**config.mk**
```make
export PLATFORM = sky130hd
export DESIGN_NAME = ctu_trap_unit
export DESIGN_NICKNAME = d
export VERILOG_FILES = /design/src/core/ctu_pkg.sv /design/src/core/ctu_trap_unit.sv
export VERILOG_INCLUDE_DIRS = /design/src /design/src/core
export SDC_FILE = /design/constraint.sdc
export NUM_CORES = 1
export LEC_CHECK = 0
export ABC_CLOCK_PERIOD_IN_PS = 800
export BUFFER_PORTS_ARGS = -buffer_cell sky130_fd_sc_hd__buf_2
export CORE_ASPECT_RATIO = 1.75
export CORE_UTILIZATION = 45
export DETAILED_ROUTE_END_ITERATION = 10
export MAX_ROUTING_LAYER = met4
export PLACE_DENSITY = 0.79
export SLEW_MARGIN = 20
export SYNTH_ARGS = -nofsm -noshare
export SYNTH_HDL_FRONTEND = slang
export SYNTH_SLANG_ARGS = --single-unit
export TNS_END_PERCENT = 100
```
**constraint.sdc**
```tcl
create_clock -name CLK_SYS -period 0.8 [get_ports CLK_SYS]
set_input_delay 0.2 -clock CLK_SYS [delete_from_list [all_inputs] [get_ports CLK_SYS]]
set_output_delay 0.2 -clock CLK_SYS [all_outputs]
set_load 0.01 [all_outputs]
```
**src/core/ctu_regs.svh**
```systemverilog
// instruction field positions and opcode encodings for the conditional trap unit
`ifndef CTU_REGS_SVH
`define CTU_REGS_SVH
`define CTU_OPC_HI      31
`define CTU_OPC_LO      26
`define CTU_SRCA_HI     25
`define CTU_SRCA_LO     21
`define CTU_SRCB_HI     20
`define CTU_SRCB_LO     16
`define CTU_IMM_HI      15
`define CTU_IMM_LO      0
`define CTU_FUNC_HI     5
`define CTU_FUNC_LO     0
`define CTU_CODE_HI     15
`define CTU_CODE_LO     6
`define CTU_OPC_SPECIAL 6'h00
`define CTU_OPC_IMM_CLS 6'h01
`define CTU_FN_TLS      6'h32
`define CTU_FN_TLU      6'h33
`define CTU_FN_NEQ      6'h36
`define CTU_SEL_TLIS    5'h0a
`define CTU_SEL_TLIU    5'h0b
`define CTU_SEL_NEQI    5'h0e
`endif

```
**src/core/ctu_pkg.sv**
```systemverilog
// types for the conditional trap unit
package ctu_pkg;
	typedef enum logic [6:0] {
		CTU_OP_NONE = 7'b0000001,
		CTU_OP_LTS  = 7'b0000010,
		CTU_OP_LTU  = 7'b0000100,
		CTU_OP_NE   = 7'b0001000,
		CTU_OP_LTIS = 7'b0010000,
		CTU_OP_LTIU = 7'b0100000,
		CTU_OP_NEI  = 7'b1000000
	} ctu_op_type;
endpackage

```
**src/core/ctu_trap_unit.sv**
```systemverilog
// conditional trap evaluation: decode, compare, registered trap request
`include "ctu_regs.svh"

module ctu_trap_unit #(
	parameter int XLEN = 64
) (
	input  wire logic            CLK_SYS,
	input  wire logic            RESETN,
	input  wire logic            INSTR_VALID,
	input  wire logic [31:0]     INSTR_WORD,
	input  wire logic [XLEN-1:0] SOURCE_A,
	input  wire logic [XLEN-1:0] SOURCE_B,
	output logic                 TRAP_REQ,
	output logic                 TRAP_DONE
);
	// the immediate forms extend a 16-bit field, narrower words cannot hold it
	if (XLEN < 16) begin
		$error("XLEN must be at least 16");
	end

	// ==========================================================
	// decode
	logic [5:0]          opc;
	logic [5:0]          func;
	logic [4:0]          sel;
	logic                is_reg_class;
	logic                is_imm_class;
	logic [XLEN-1:0]     imm_ext;
	ctu_pkg::ctu_op_type op;

	assign opc  = INSTR_WORD[`CTU_OPC_HI:`CTU_OPC_LO];
	assign func = INSTR_WORD[`CTU_FUNC_HI:`CTU_FUNC_LO];
	assign sel  = INSTR_WORD[`CTU_SRCB_HI:`CTU_SRCB_LO];
	// a bubble never answers, whatever stale word is left on the bus
	assign is_reg_class = INSTR_VALID && (opc == `CTU_OPC_SPECIAL);
	assign is_imm_class = INSTR_VALID && (opc == `CTU_OPC_IMM_CLS);
	// sign extension gives both ends of the unsigned range
	assign imm_ext = {{(XLEN-16){INSTR_WORD[`CTU_IMM_HI]}},
		INSTR_WORD[`CTU_IMM_HI:`CTU_IMM_LO]};

	always_comb begin
		op = ctu_pkg::CTU_OP_NONE;
		// register forms decode on func only, code field unused
		if (is_reg_class) begin
			case (func)
				`CTU_FN_TLS: op = ctu_pkg::CTU_OP_LTS;
				`CTU_FN_TLU: op = ctu_pkg::CTU_OP_LTU;
				`CTU_FN_NEQ: op = ctu_pkg::CTU_OP_NE;
				default:     op = ctu_pkg::CTU_OP_NONE;
			endcase
		end else if (is_imm_class) begin
			// source b field is a selector here, source b itself goes unused
			case (sel)
				`CTU_SEL_TLIS: op = ctu_pkg::CTU_OP_LTIS;
				`CTU_SEL_TLIU: op = ctu_pkg::CTU_OP_LTIU;
				`CTU_SEL_NEQI: op = ctu_pkg::CTU_OP_NEI;
				default:       op = ctu_pkg::CTU_OP_NONE;
			endcase
		end
	end

	// ==========================================================
	// compare
	logic                lt_reg_signed;
	logic                lt_reg_unsigned;
	logic                ne_reg;
	logic                lt_imm_signed;
	logic                lt_imm_unsigned;
	logic                ne_imm;
	logic                cond;

	// both sides cast: one unsigned operand would turn the compare unsigned
	assign lt_reg_signed   = $signed(SOURCE_A) < $signed(SOURCE_B);
	assign lt_reg_unsigned = SOURCE_A < SOURCE_B;
	assign ne_reg          = SOURCE_A != SOURCE_B;
	assign lt_imm_signed   = $signed(SOURCE_A) < $signed(imm_ext);
	// extension first, then an unsigned compare over the full width
	assign lt_imm_unsigned = SOURCE_A < imm_ext;
	assign ne_imm          = SOURCE_A != imm_ext;
	// six comparators side by side: area traded for a short, flat select path

	always_comb begin
		cond = 1'b0;
		unique case (op)
			ctu_pkg::CTU_OP_LTS:  cond = lt_reg_signed;
			ctu_pkg::CTU_OP_LTU:  cond = lt_reg_unsigned;
			ctu_pkg::CTU_OP_NE:   cond = ne_reg;
			ctu_pkg::CTU_OP_LTIS: cond = lt_imm_signed;
			ctu_pkg::CTU_OP_LTIU: cond = lt_imm_unsigned;
			ctu_pkg::CTU_OP_NEI:  cond = ne_imm;
			ctu_pkg::CTU_OP_NONE: cond = 1'b0;
			default:              cond = 1'b0;
		endcase
	end

	// ==========================================================
	// registered answer, one cycle per instruction
	// no stall input: a word held valid answers again on every cycle
	logic                next_trap_req;
	logic                next_trap_done;

	always_comb begin
		next_trap_req  = cond;
		next_trap_done = (op != ctu_pkg::CTU_OP_NONE) && !cond;
	end

	// outputs straight from flops, so the exception logic sees no decode glitches
	always_ff @(posedge CLK_SYS or negedge RESETN) begin
		if (!RESETN) begin
			TRAP_REQ  <= 1'b0;
			TRAP_DONE <= 1'b0;
		end else begin
			TRAP_REQ  <= next_trap_req;
			TRAP_DONE <= next_trap_done;
		end
	end

	// ==========================================================
	// assertions: register forms
	AST_LTS: assert property (@(posedge CLK_SYS) disable iff (!RESETN)
		(INSTR_VALID && opc == 6'h00 && func == 6'h32)
		|=> TRAP_REQ == ($signed($past(SOURCE_A)) < $signed($past(SOURCE_B))))
		else $error("signed register trap wrong");

	AST_LTU: assert property (@(posedge CLK_SYS) disable iff (!RESETN)
		(INSTR_VALID && opc == 6'h00 && func == 6'h33)
		|=> TRAP_REQ == ($past(SOURCE_A) < $past(SOURCE_B)))
		else $error("unsigned register trap wrong");

	AST_NE: assert property (@(posedge CLK_SYS) disable iff (!RESETN)
		(INSTR_VALID && opc == 6'h00 && func == 6'h36)
		|=> TRAP_REQ == ($past(SOURCE_A) != $past(SOURCE_B)))
		else $error("not-equal register trap wrong");

	AST_CODE: assert property (@(posedge CLK_SYS) disable iff (!RESETN)
		(INSTR_VALID && opc == 6'h00 && func == 6'h36 && SOURCE_A == SOURCE_B
		&& INSTR_WORD[`CTU_CODE_HI:`CTU_CODE_LO] != 10'h000)
		|=> !TRAP_REQ && TRAP_DONE)
		else $error("code field changed the decision");

	AST_REG_OTHER: assert property (@(posedge CLK_SYS) disable iff (!RESETN)
		(INSTR_VALID && opc == 6'h00 && func != 6'h32 && func != 6'h33 && func != 6'h36)
		|=> !TRAP_REQ && !TRAP_DONE)
		else $error("register form without trap function answered");

	// ==========================================================
	// assertions: immediate forms
	AST_LTIS: assert property (@(posedge CLK_SYS) disable iff (!RESETN)
		(INSTR_VALID && opc == 6'h01 && sel == 5'h0a)
		|=> TRAP_REQ == ($signed($past(SOURCE_A)) < $signed($past(imm_ext))))
		else $error("signed immediate trap wrong");

	AST_LTIU: assert property (@(posedge CLK_SYS) disable iff (!RESETN)
		(INSTR_VALID && opc == 6'h01 && sel == 5'h0b)
		|=> TRAP_REQ == ($past(SOURCE_A) < $past(imm_ext)))
		else $error("unsigned immediate trap wrong");

	AST_IMM_TOP: assert property (@(posedge CLK_SYS) disable iff (!RESETN)
		(INSTR_VALID && opc == 6'h01 && sel == 5'h0b && INSTR_WORD[15]
		&& SOURCE_A[XLEN-1:16] != {(XLEN-16){1'b1}}) |=> TRAP_REQ)
		else $error("high immediate range not honoured");

	AST_IMM_LOW: assert property (@(posedge CLK_SYS) disable iff (!RESETN)
		(INSTR_VALID && opc == 6'h01 && sel == 5'h0b && !INSTR_WORD[15]
		&& SOURCE_A[XLEN-1:15] != {(XLEN-15){1'b0}}) |=> !TRAP_REQ && TRAP_DONE)
		else $error("low immediate range not honoured");

	AST_NEI: assert property (@(posedge CLK_SYS) disable iff (!RESETN)
		(INSTR_VALID && opc == 6'h01 && sel == 5'h0e)
		|=> TRAP_REQ == ($past(SOURCE_A) != $past(imm_ext)))
		else $error("not-equal immediate trap wrong");

	AST_SEL_OTHER: assert property (@(posedge CLK_SYS) disable iff (!RESETN)
		(INSTR_VALID && opc == 6'h01 && sel != 5'h0a && sel != 5'h0b && sel != 5'h0e)
		|=> !TRAP_REQ && !TRAP_DONE)
		else $error("immediate class without trap selector answered");

	// ==========================================================
	// assertions: answer shape
	AST_OTHER_OPC: assert property (@(posedge CLK_SYS) disable iff (!RESETN)
		(INSTR_VALID && opc != 6'h00 && opc != 6'h01)
		|=> !TRAP_REQ && !TRAP_DONE)
		else $error("non-trap opcode answered");

	AST_ANSWER: assert property (@(posedge CLK_SYS) disable iff (!RESETN)
		op != ctu_pkg::CTU_OP_NONE |=> TRAP_REQ != TRAP_DONE)
		else $error("trap instruction without exactly one answer");

	AST_REQ_CAUSE: assert property (@(posedge CLK_SYS) disable iff (!RESETN)
		TRAP_REQ |-> $past(INSTR_VALID))
		else $error("trap request with no instruction before it");

	AST_DONE_CAUSE: assert property (@(posedge CLK_SYS) disable iff (!RESETN)
		TRAP_DONE |-> $past(INSTR_VALID))
		else $error("completion with no instruction before it");

	AST_IDLE: assert property (@(posedge CLK_SYS) disable iff (!RESETN)
		!INSTR_VALID |=> !TRAP_REQ && !TRAP_DONE)
		else $error("answer without instruction");

	AST_EXCL: assert property (@(posedge CLK_SYS) disable iff (!RESETN)
		!(TRAP_REQ && TRAP_DONE))
		else $error("trap and completion together");

	// ==========================================================
	// coverage of the main scenarios
	COV_TRAP: cover property (@(posedge CLK_SYS) disable iff (!RESETN) TRAP_REQ);
	COV_DONE: cover property (@(posedge CLK_SYS) disable iff (!RESETN) TRAP_DONE);
	COV_B2B:  cover property (@(posedge CLK_SYS) disable iff (!RESETN) TRAP_REQ ##1 TRAP_REQ);
	COV_LTIU: cover property (@(posedge CLK_SYS) disable iff (!RESETN)
		op == ctu_pkg::CTU_OP_LTIU && cond);
	COV_IMM_HIGH: cover property (@(posedge CLK_SYS) disable iff (!RESETN)
		op == ctu_pkg::CTU_OP_LTIU && INSTR_WORD[15] && !cond);
endmodule

```
==> impl_metrics.json, run 1 <==
{
  "outcome": "finished with violations",
  "violated_checks": "negative setup slack",
  "start_kind": "input pin",
  "synth_sequential_area_ratio": 0.0155,
  "cts_max_path_buffers": 2,
  "max-vdd-ir-drop_mv": 0.596,
  "syn_nets": 726,
  "most_common_cell_after_layout_fill_and_taps_aside": "buf_2",
  "final_max_slew_viol_count": 0,
  "drtAntennaViolNets": 0,
  "wirelength_mm": 9.87,
  "cts.reportedPaths.clkPinSlew_ps": 30,
  "placementRows": 40,
  "pwr-share-seq": 0.032,
  "timing.critical_path.from": "INSTR_WORD[15]",
  "period_minus_slack_ps": 2640,
  "timing.critical_path.depth": 12,
  "detailedRoute.firstPassIterationCount": 4,
  "grt_first_pass_wirelength_mm": 16.1,
  "total_negative_slack_for_setup_checks_ps": -3890,
  "path_type_of_the_worst_min_delay_path": "input pin to asynchronous set/reset pin",
  "max-slew-margin-rel": 0.694,
  "drc": 0,
  "nets": 968,
  "grt_start_max_net_pins": 21,
  "synth-seq-cells": 2,
  "synth-async-reset-ratio": 1.00,
  "finalCritPeriodShare": 3.30,
  "cp.buffers_inverters": 3,
  "routed-via-count": 4064,
  "synth_flop_cell": "dfrtp_1",
  "worst_setup_path_end_kind": "flop",
  "worst_path_max_delay_cell": "or4_4",
  "rsz_0062_raised_after_global_routing": "yes",
  "finalSetupViolations": 4,
  "dp_hpwl_mm": 8.95,
  "post_synth_num_cell_types": 42,
  "synth_cells": 435,
  "critPathTopFamily": "simple AND/OR/NAND/NOR gates",
  "clk_root_buf": "clkbuf_16",
  "core_area_sq_um": 6910,
  "maxCapViolCount": 0,
  "worst-endpoint-required_ps": 900,
  "critical_path.max_fanout": 20,
  "tritoncts_clock_tree": "yes",
  "detailed_route_vias_per_instance": 5.35,
  "globalplace.congestion": 0.828,
  "mappedNetlistArea_sq_um": 3240,
  "p_leak_nw": 2.93,
  "global_route.overflow_total": 0,
  "power_frac_comb": 0.733,
  "starting_density": 0.468,
  "number_of_global_route_vias_before_repair": 4161,
  "achievable-frequency_mhz": 379,
  "syn_area_per_cell_sq_um": 7.44,
  "die_height_microns": 114,
  "post-cts-setup-buffers": 0,
  "commonest_cells_after_routing_fill_and_taps_aside": "buf_2 (158), ha_1 (119), inv_1 (85)",
  "wl_per_cell_microns": 13.0,
  "final_layout_size_suffix_gt1_frac": 0.387,
  "whs_ps": 340,
  "critical_path.endpoint": "TRAP_REQ",
  "boundaryPins": 165,
  "synthesis.yosys.warnings": 0,
  "p_sw_mw": 1.22,
  "layout-area-overhead-vs-synth_pct": 53.9,
  "crit_arrival_ps": 2730,
  "crit_path_max_incr_delay_ps": 530,
  "share_clk_of_total_power": 0.234,
  "path_class": "input pin to flop",
  "p_int_mw": 1.97,
  "antenna_found_initial": 0,
  "ctsHtreeMaxLevel": 1,
  "die-width_microns": 66.1,
  "design.die.area_sq_um": 7550,
  "post_synth_edffs": 0,
  "setup_slack_ps": -1840,
  "drt_iter0_drc": 48,
  "timing_worst_slew_pin_value_ps": 458,
  "cp_cell_sequence": "buf_2 > clkinvlp_4 > buf_12 > ha_4 > nand4_1 > or4_4 > or3_4 > nor4_4 > a2111oi_2 > xnor2_1 > o311ai_2 > or2_1",
  "cellPowerDensity_nw_per_um2": 640,
  "cts.sink_count": 2,
  "numCtsBuffers": 3,
  "port_buffers": 159,
  "diodes": 0,
  "grt.total_usage": 0.274,
  "switching_share": 0.383,
  "hold_viol_final": 0
}
per-layer routing:
| metal | vias to the layer above | routed length, microns | track usage | share of wire |
|---|---|---|---|---|
| met5 | - | 0 | - | 0 |
| met4 | 0 | 286 | 0.0879 | 0.029 |
| met3 | 35 | 405 | 0.0299 | 0.041 |
| met2 | 117 | 5540 | 0.552 | 0.56 |
| met1 | 1825 | 3640 | 0.254 | 0.37 |
| li1 | 2087 | - | - | - |
cells in the mapped netlist (2+ instances only):
cell | count | area [sq um]
ha_1 | 128 | 1600
inv_1 | 86 | 323
a21oi_1 | 55 | 275
nand2_1 | 36 | 135
nand4_1 | 23 | 144
nand3_1 | 13 | 65.1
o21ai_0 | 13 | 65.1
nor2_1 | 9 | 33.8
and4_1 | 7 | 61.3
nor3_1 | 6 | 30.0
a21o_1 | 5 | 37.5
a221oi_1 | 5 | 43.8
nor4_1 | 4 | 25.0
o21ai_1 | 4 | 20.0
a221o_1 | 3 | 30.0
a31oi_1 | 3 | 18.8
nor2b_1 | 3 | 18.8
a22oi_1 | 2 | 15.0
a2bb2oi_1 | 2 | 17.5
dfrtp_1 | 2 | 50.1
nand2b_1 | 2 | 12.5
nand3b_1 | 2 | 15.0
or4_1 | 2 | 15.0
xnor2_1 | 2 | 17.5
state kept, by name, indices dropped and copies added, names as in the netlist:
signal / flops
TRAP_DONE: 1
TRAP_REQ: 1
layout make-up:
cell class,instances,area (sq um)
Multi-Input combinational cell,346,3010
Fill cell,571,1930
Timing Repair Buffer,237,1410
Inverter,87,330
Tap cell,84,105
Clock buffer,3,75.1
Sequential cell,2,50.0
worst min path at each step:
stage                start        end  slack [ps]  cells after the start
floorplan           RESETN  TRAP_DONE        -100                      0
global placement    RESETN   TRAP_REQ         -20                      1
detailed placement  RESETN   TRAP_REQ          -8                      1
CTS                 RESETN   TRAP_REQ         320                      2
global route        RESETN   TRAP_REQ         350                      2
finish              RESETN   TRAP_REQ         340                      2
kinds of logic (layout without fill, tap and decap cells):
group	count (synthesis)	count (layout)	share of synthesized area
buffers and inverters	87	327	0.101
adder cells (fa/ha/maj)	128	128	0.495
AO/OA/AOI/OAI	102	102	0.188
XOR/XNOR	2	2	0.00541
AND/OR/NAND/NOR	114	114	0.195
flip-flops	2	2	0.0155
stage by stage:
stage / total power, mW / cell area, sq um / util / instances / setup slack [ps]
floorplan: 1.25 / 3340 / - / 435 / -2470
global placement: 2.24 / 4830 / 0.699 / 755 / -2210
detailed placement: 2.38 / 4830 / 0.699 / 755 / -2250
CTS: 3.16 / 4930 / 0.714 / 759 / -1790
global route: 3.54 / 4980 / 0.721 / 759 / -1990
finish: 3.19 / 4980 / 0.721 / 759 / -1840
power groups by stage:
stage	clock, mW	combinational, mW	sequential (mW)
detailed placement	0	2.28	0.103
global placement	0	2.14	0.103
global route	0.770	2.67	0.102
CTS	0.750	2.31	0.102
finish	0.748	2.34	0.102
floorplan	0	1.14	0.103
repair_timing:
item                       in CTS  in global routing
hold endpoints to repair        2                  0
resized for setup               4                  7
pin swaps                       1                  3
hold buffers                    1                  0
setup endpoints to repair       4                  4
No activity file was read; power rests on OpenSTA's default activity.
==> run 2, diff against run 1 <==
--- a/config.mk
+++ b/config.mk
@@ -13,6 +13,7 @@
 export DETAILED_ROUTE_END_ITERATION = 10
 export MAX_ROUTING_LAYER = met4
 export PLACE_DENSITY = 0.79
+export RECOVER_POWER = 100
 export SLEW_MARGIN = 20
 export SYNTH_ARGS = -nofsm -noshare
 export SYNTH_HDL_FRONTEND = slang
==> run 2 against run 1 <==
Against the previous run:
- the run still ends with negative setup slack left
- combinational power barely moved
- critical endpoint unchanged
- power barely moved
- highest routed layer unchanged
- first-iteration DRC count did not move
==> impl_metrics.json, run 2 (same netlist as run 1, synthesis figures left out) <==
{
  "outcome": "finished with violations",
  "violated_checks": "negative setup slack",
  "critical_path.endpoint": "TRAP_REQ",
  "rsz_0062_raised_after_global_routing": "yes",
  "reg_top3": "TRAP_DONE (1), TRAP_REQ (1)",
  "final_max_slew_viol_count": 0,
  "cts.reportedPaths.clkPinSlew_ps": 30,
  "dp_hpwl_mm": 8.95,
  "share_clk_of_total_power": 0.235,
  "finalCritPeriodShare": 3.30,
  "finalSetupViolations": 4,
  "port_buffers": 159,
  "n_fill_cell": 572,
  "power_frac_comb": 0.733,
  "path_type_of_the_worst_min_delay_path": "input pin to asynchronous set/reset pin",
  "critical_path.max_fanout": 20,
  "final_cell_count_no_fill": 759,
  "pwr-share-seq": 0.032,
  "period_minus_slack_ps": 2640,
  "core_area_sq_um": 6910,
  "start_kind": "input pin",
  "hold_viol_final": 0,
  "number_of_global_route_vias_before_repair": 4161,
  "switching_share": 0.383,
  "starting_density": 0.468,
  "path_class": "input pin to flop",
  "p_sw_mw": 1.22,
  "commonest_cells_after_routing_fill_and_taps_aside": "buf_2 (157), ha_1 (119), inv_1 (85)",
  "worst_setup_path_end_kind": "flop",
  "post-cts-setup-buffers": 0,
  "maxCapViolCount": 0,
  "routed-via-count": 4064,
  "max-slew-margin-rel": 0.694,
  "timing_worst_slew_pin_value_ps": 458,
  "achievable-frequency_mhz": 379,
  "utilization": 0.721,
  "nets": 968,
  "numCtsBuffers": 3,
  "timing.critical_path.from": "INSTR_WORD[15]",
  "tritoncts_clock_tree": "yes",
  "cts_max_path_buffers": 2,
  "layout-area-overhead-vs-synth_pct": 53.9,
  "cts.sink_count": 2,
  "boundaryPins": 165,
  "detailedRoute.firstPassIterationCount": 4,
  "final_layout_size_suffix_gt1_frac": 0.385,
  "globalplace.congestion": 0.828,
  "most_common_cell_after_layout_fill_and_taps_aside": "buf_2",
  "diodes": 0,
  "wl_per_cell_microns": 13.0,
  "p_int_mw": 1.97,
  "grt_first_pass_wirelength_mm": 16.1,
  "die_height_microns": 114,
  "place_area_sq_um": 4830,
  "die-width_microns": 66.1,
  "whs_ps": 345,
  "drtAntennaViolNets": 0,
  "place_inst": 755,
  "design.die.area_sq_um": 7550,
  "ctsHtreeMaxLevel": 1,
  "p_leak_nw": 2.92,
  "detailed_route_vias_per_instance": 5.35,
  "antenna_found_initial": 0,
  "worst-endpoint-required_ps": 900,
  "drt_iter0_drc": 48,
  "crit_arrival_ps": 2730,
  "grt.total_usage": 0.274,
  "global_route.overflow_total": 0,
  "placementRows": 40,
  "drc": 0,
  "max-vdd-ir-drop_mv": 0.596,
  "stdcell_area_sq_um": 4980,
  "wirelength_mm": 9.87,
  "setup_slack_ps": -1840,
  "cellPowerDensity_nw_per_um2": 640,
  "grt_start_max_net_pins": 21,
  "clk_root_buf": "clkbuf_16"
}
-- run 2: worst min-delay path by stage --
stage / startpoint / end / slack (ps) / depth (start not counted)
2_1_floorplan: RESETN / TRAP_DONE / -100 / 0
3_3_place_gp: RESETN / TRAP_REQ / -20 / 1
3_5_place_dp: RESETN / TRAP_REQ / -8 / 1
4_1_cts: RESETN / TRAP_REQ / 320 / 2
5_1_grt: RESETN / TRAP_REQ / 360 / 2
6_report: RESETN / TRAP_REQ / 350 / 2
-- run 2: critical path: stages --
cell and delay (ps):
buf_2 100, clkinvlp_4 90, buf_12 170, ha_4 270, nand4_1 120, or4_4 530
or3_4 370, nor4_4 180, a2111oi_2 120, xnor2_1 200, o311ai_2 130, or2_1 240
-- run 2: timing repair --
item | in CTS | in global routing
pin swaps | 1 | 3
setup endpoints to repair | 4 | 4
gates resized for setup | 4 | 7
hold buffers | 1 | 0
endpoints found under the hold margin | 2 | 0
-- run 2: through the flow --
| stage | setup slack [ps] | setup TNS [ps] | power, mW |
|---|---|---|---|
| final | -1840 | -3890 | 3.19 |
| after global routing | -1990 | -4190 | 3.54 |
| after floorplan | -2470 | -4940 | 1.25 |
| after global placement | -2210 | -4360 | 2.24 |
| after detailed placement | -2250 | -4430 | 2.38 |
| after CTS | -1790 | -3790 | 3.16 |
-- run 2: cell type report --
type	count	area, sq um	area share
clock buffer	3	75.1	0.0151
inverter	87	330	0.0663
multi-input combinational	346	3010	0.605
sequential	2	50.0	0.0101
tap	84	105	0.0211
timing repair buffer	237	1410	0.282
-- run 2: power groups by stage --
stage | registers, mW | logic [mW] | clock network [mW]
after floorplan | 0.103 | 1.14 | 0
after global placement | 0.103 | 2.14 | 0
after detailed placement | 0.103 | 2.28 | 0
after CTS | 0.102 | 2.31 | 0.750
after global routing | 0.102 | 2.67 | 0.770
final | 0.102 | 2.34 | 0.748
-- run 2: per-layer routing --
metal  up-vias  global-route usage  part of all wire
met3        35              0.0299             0.041
met1      1825               0.254              0.37
met2       117               0.552              0.56
met4         0              0.0879             0.029
met5         -                   -                 0
li1       2087                   -                 -
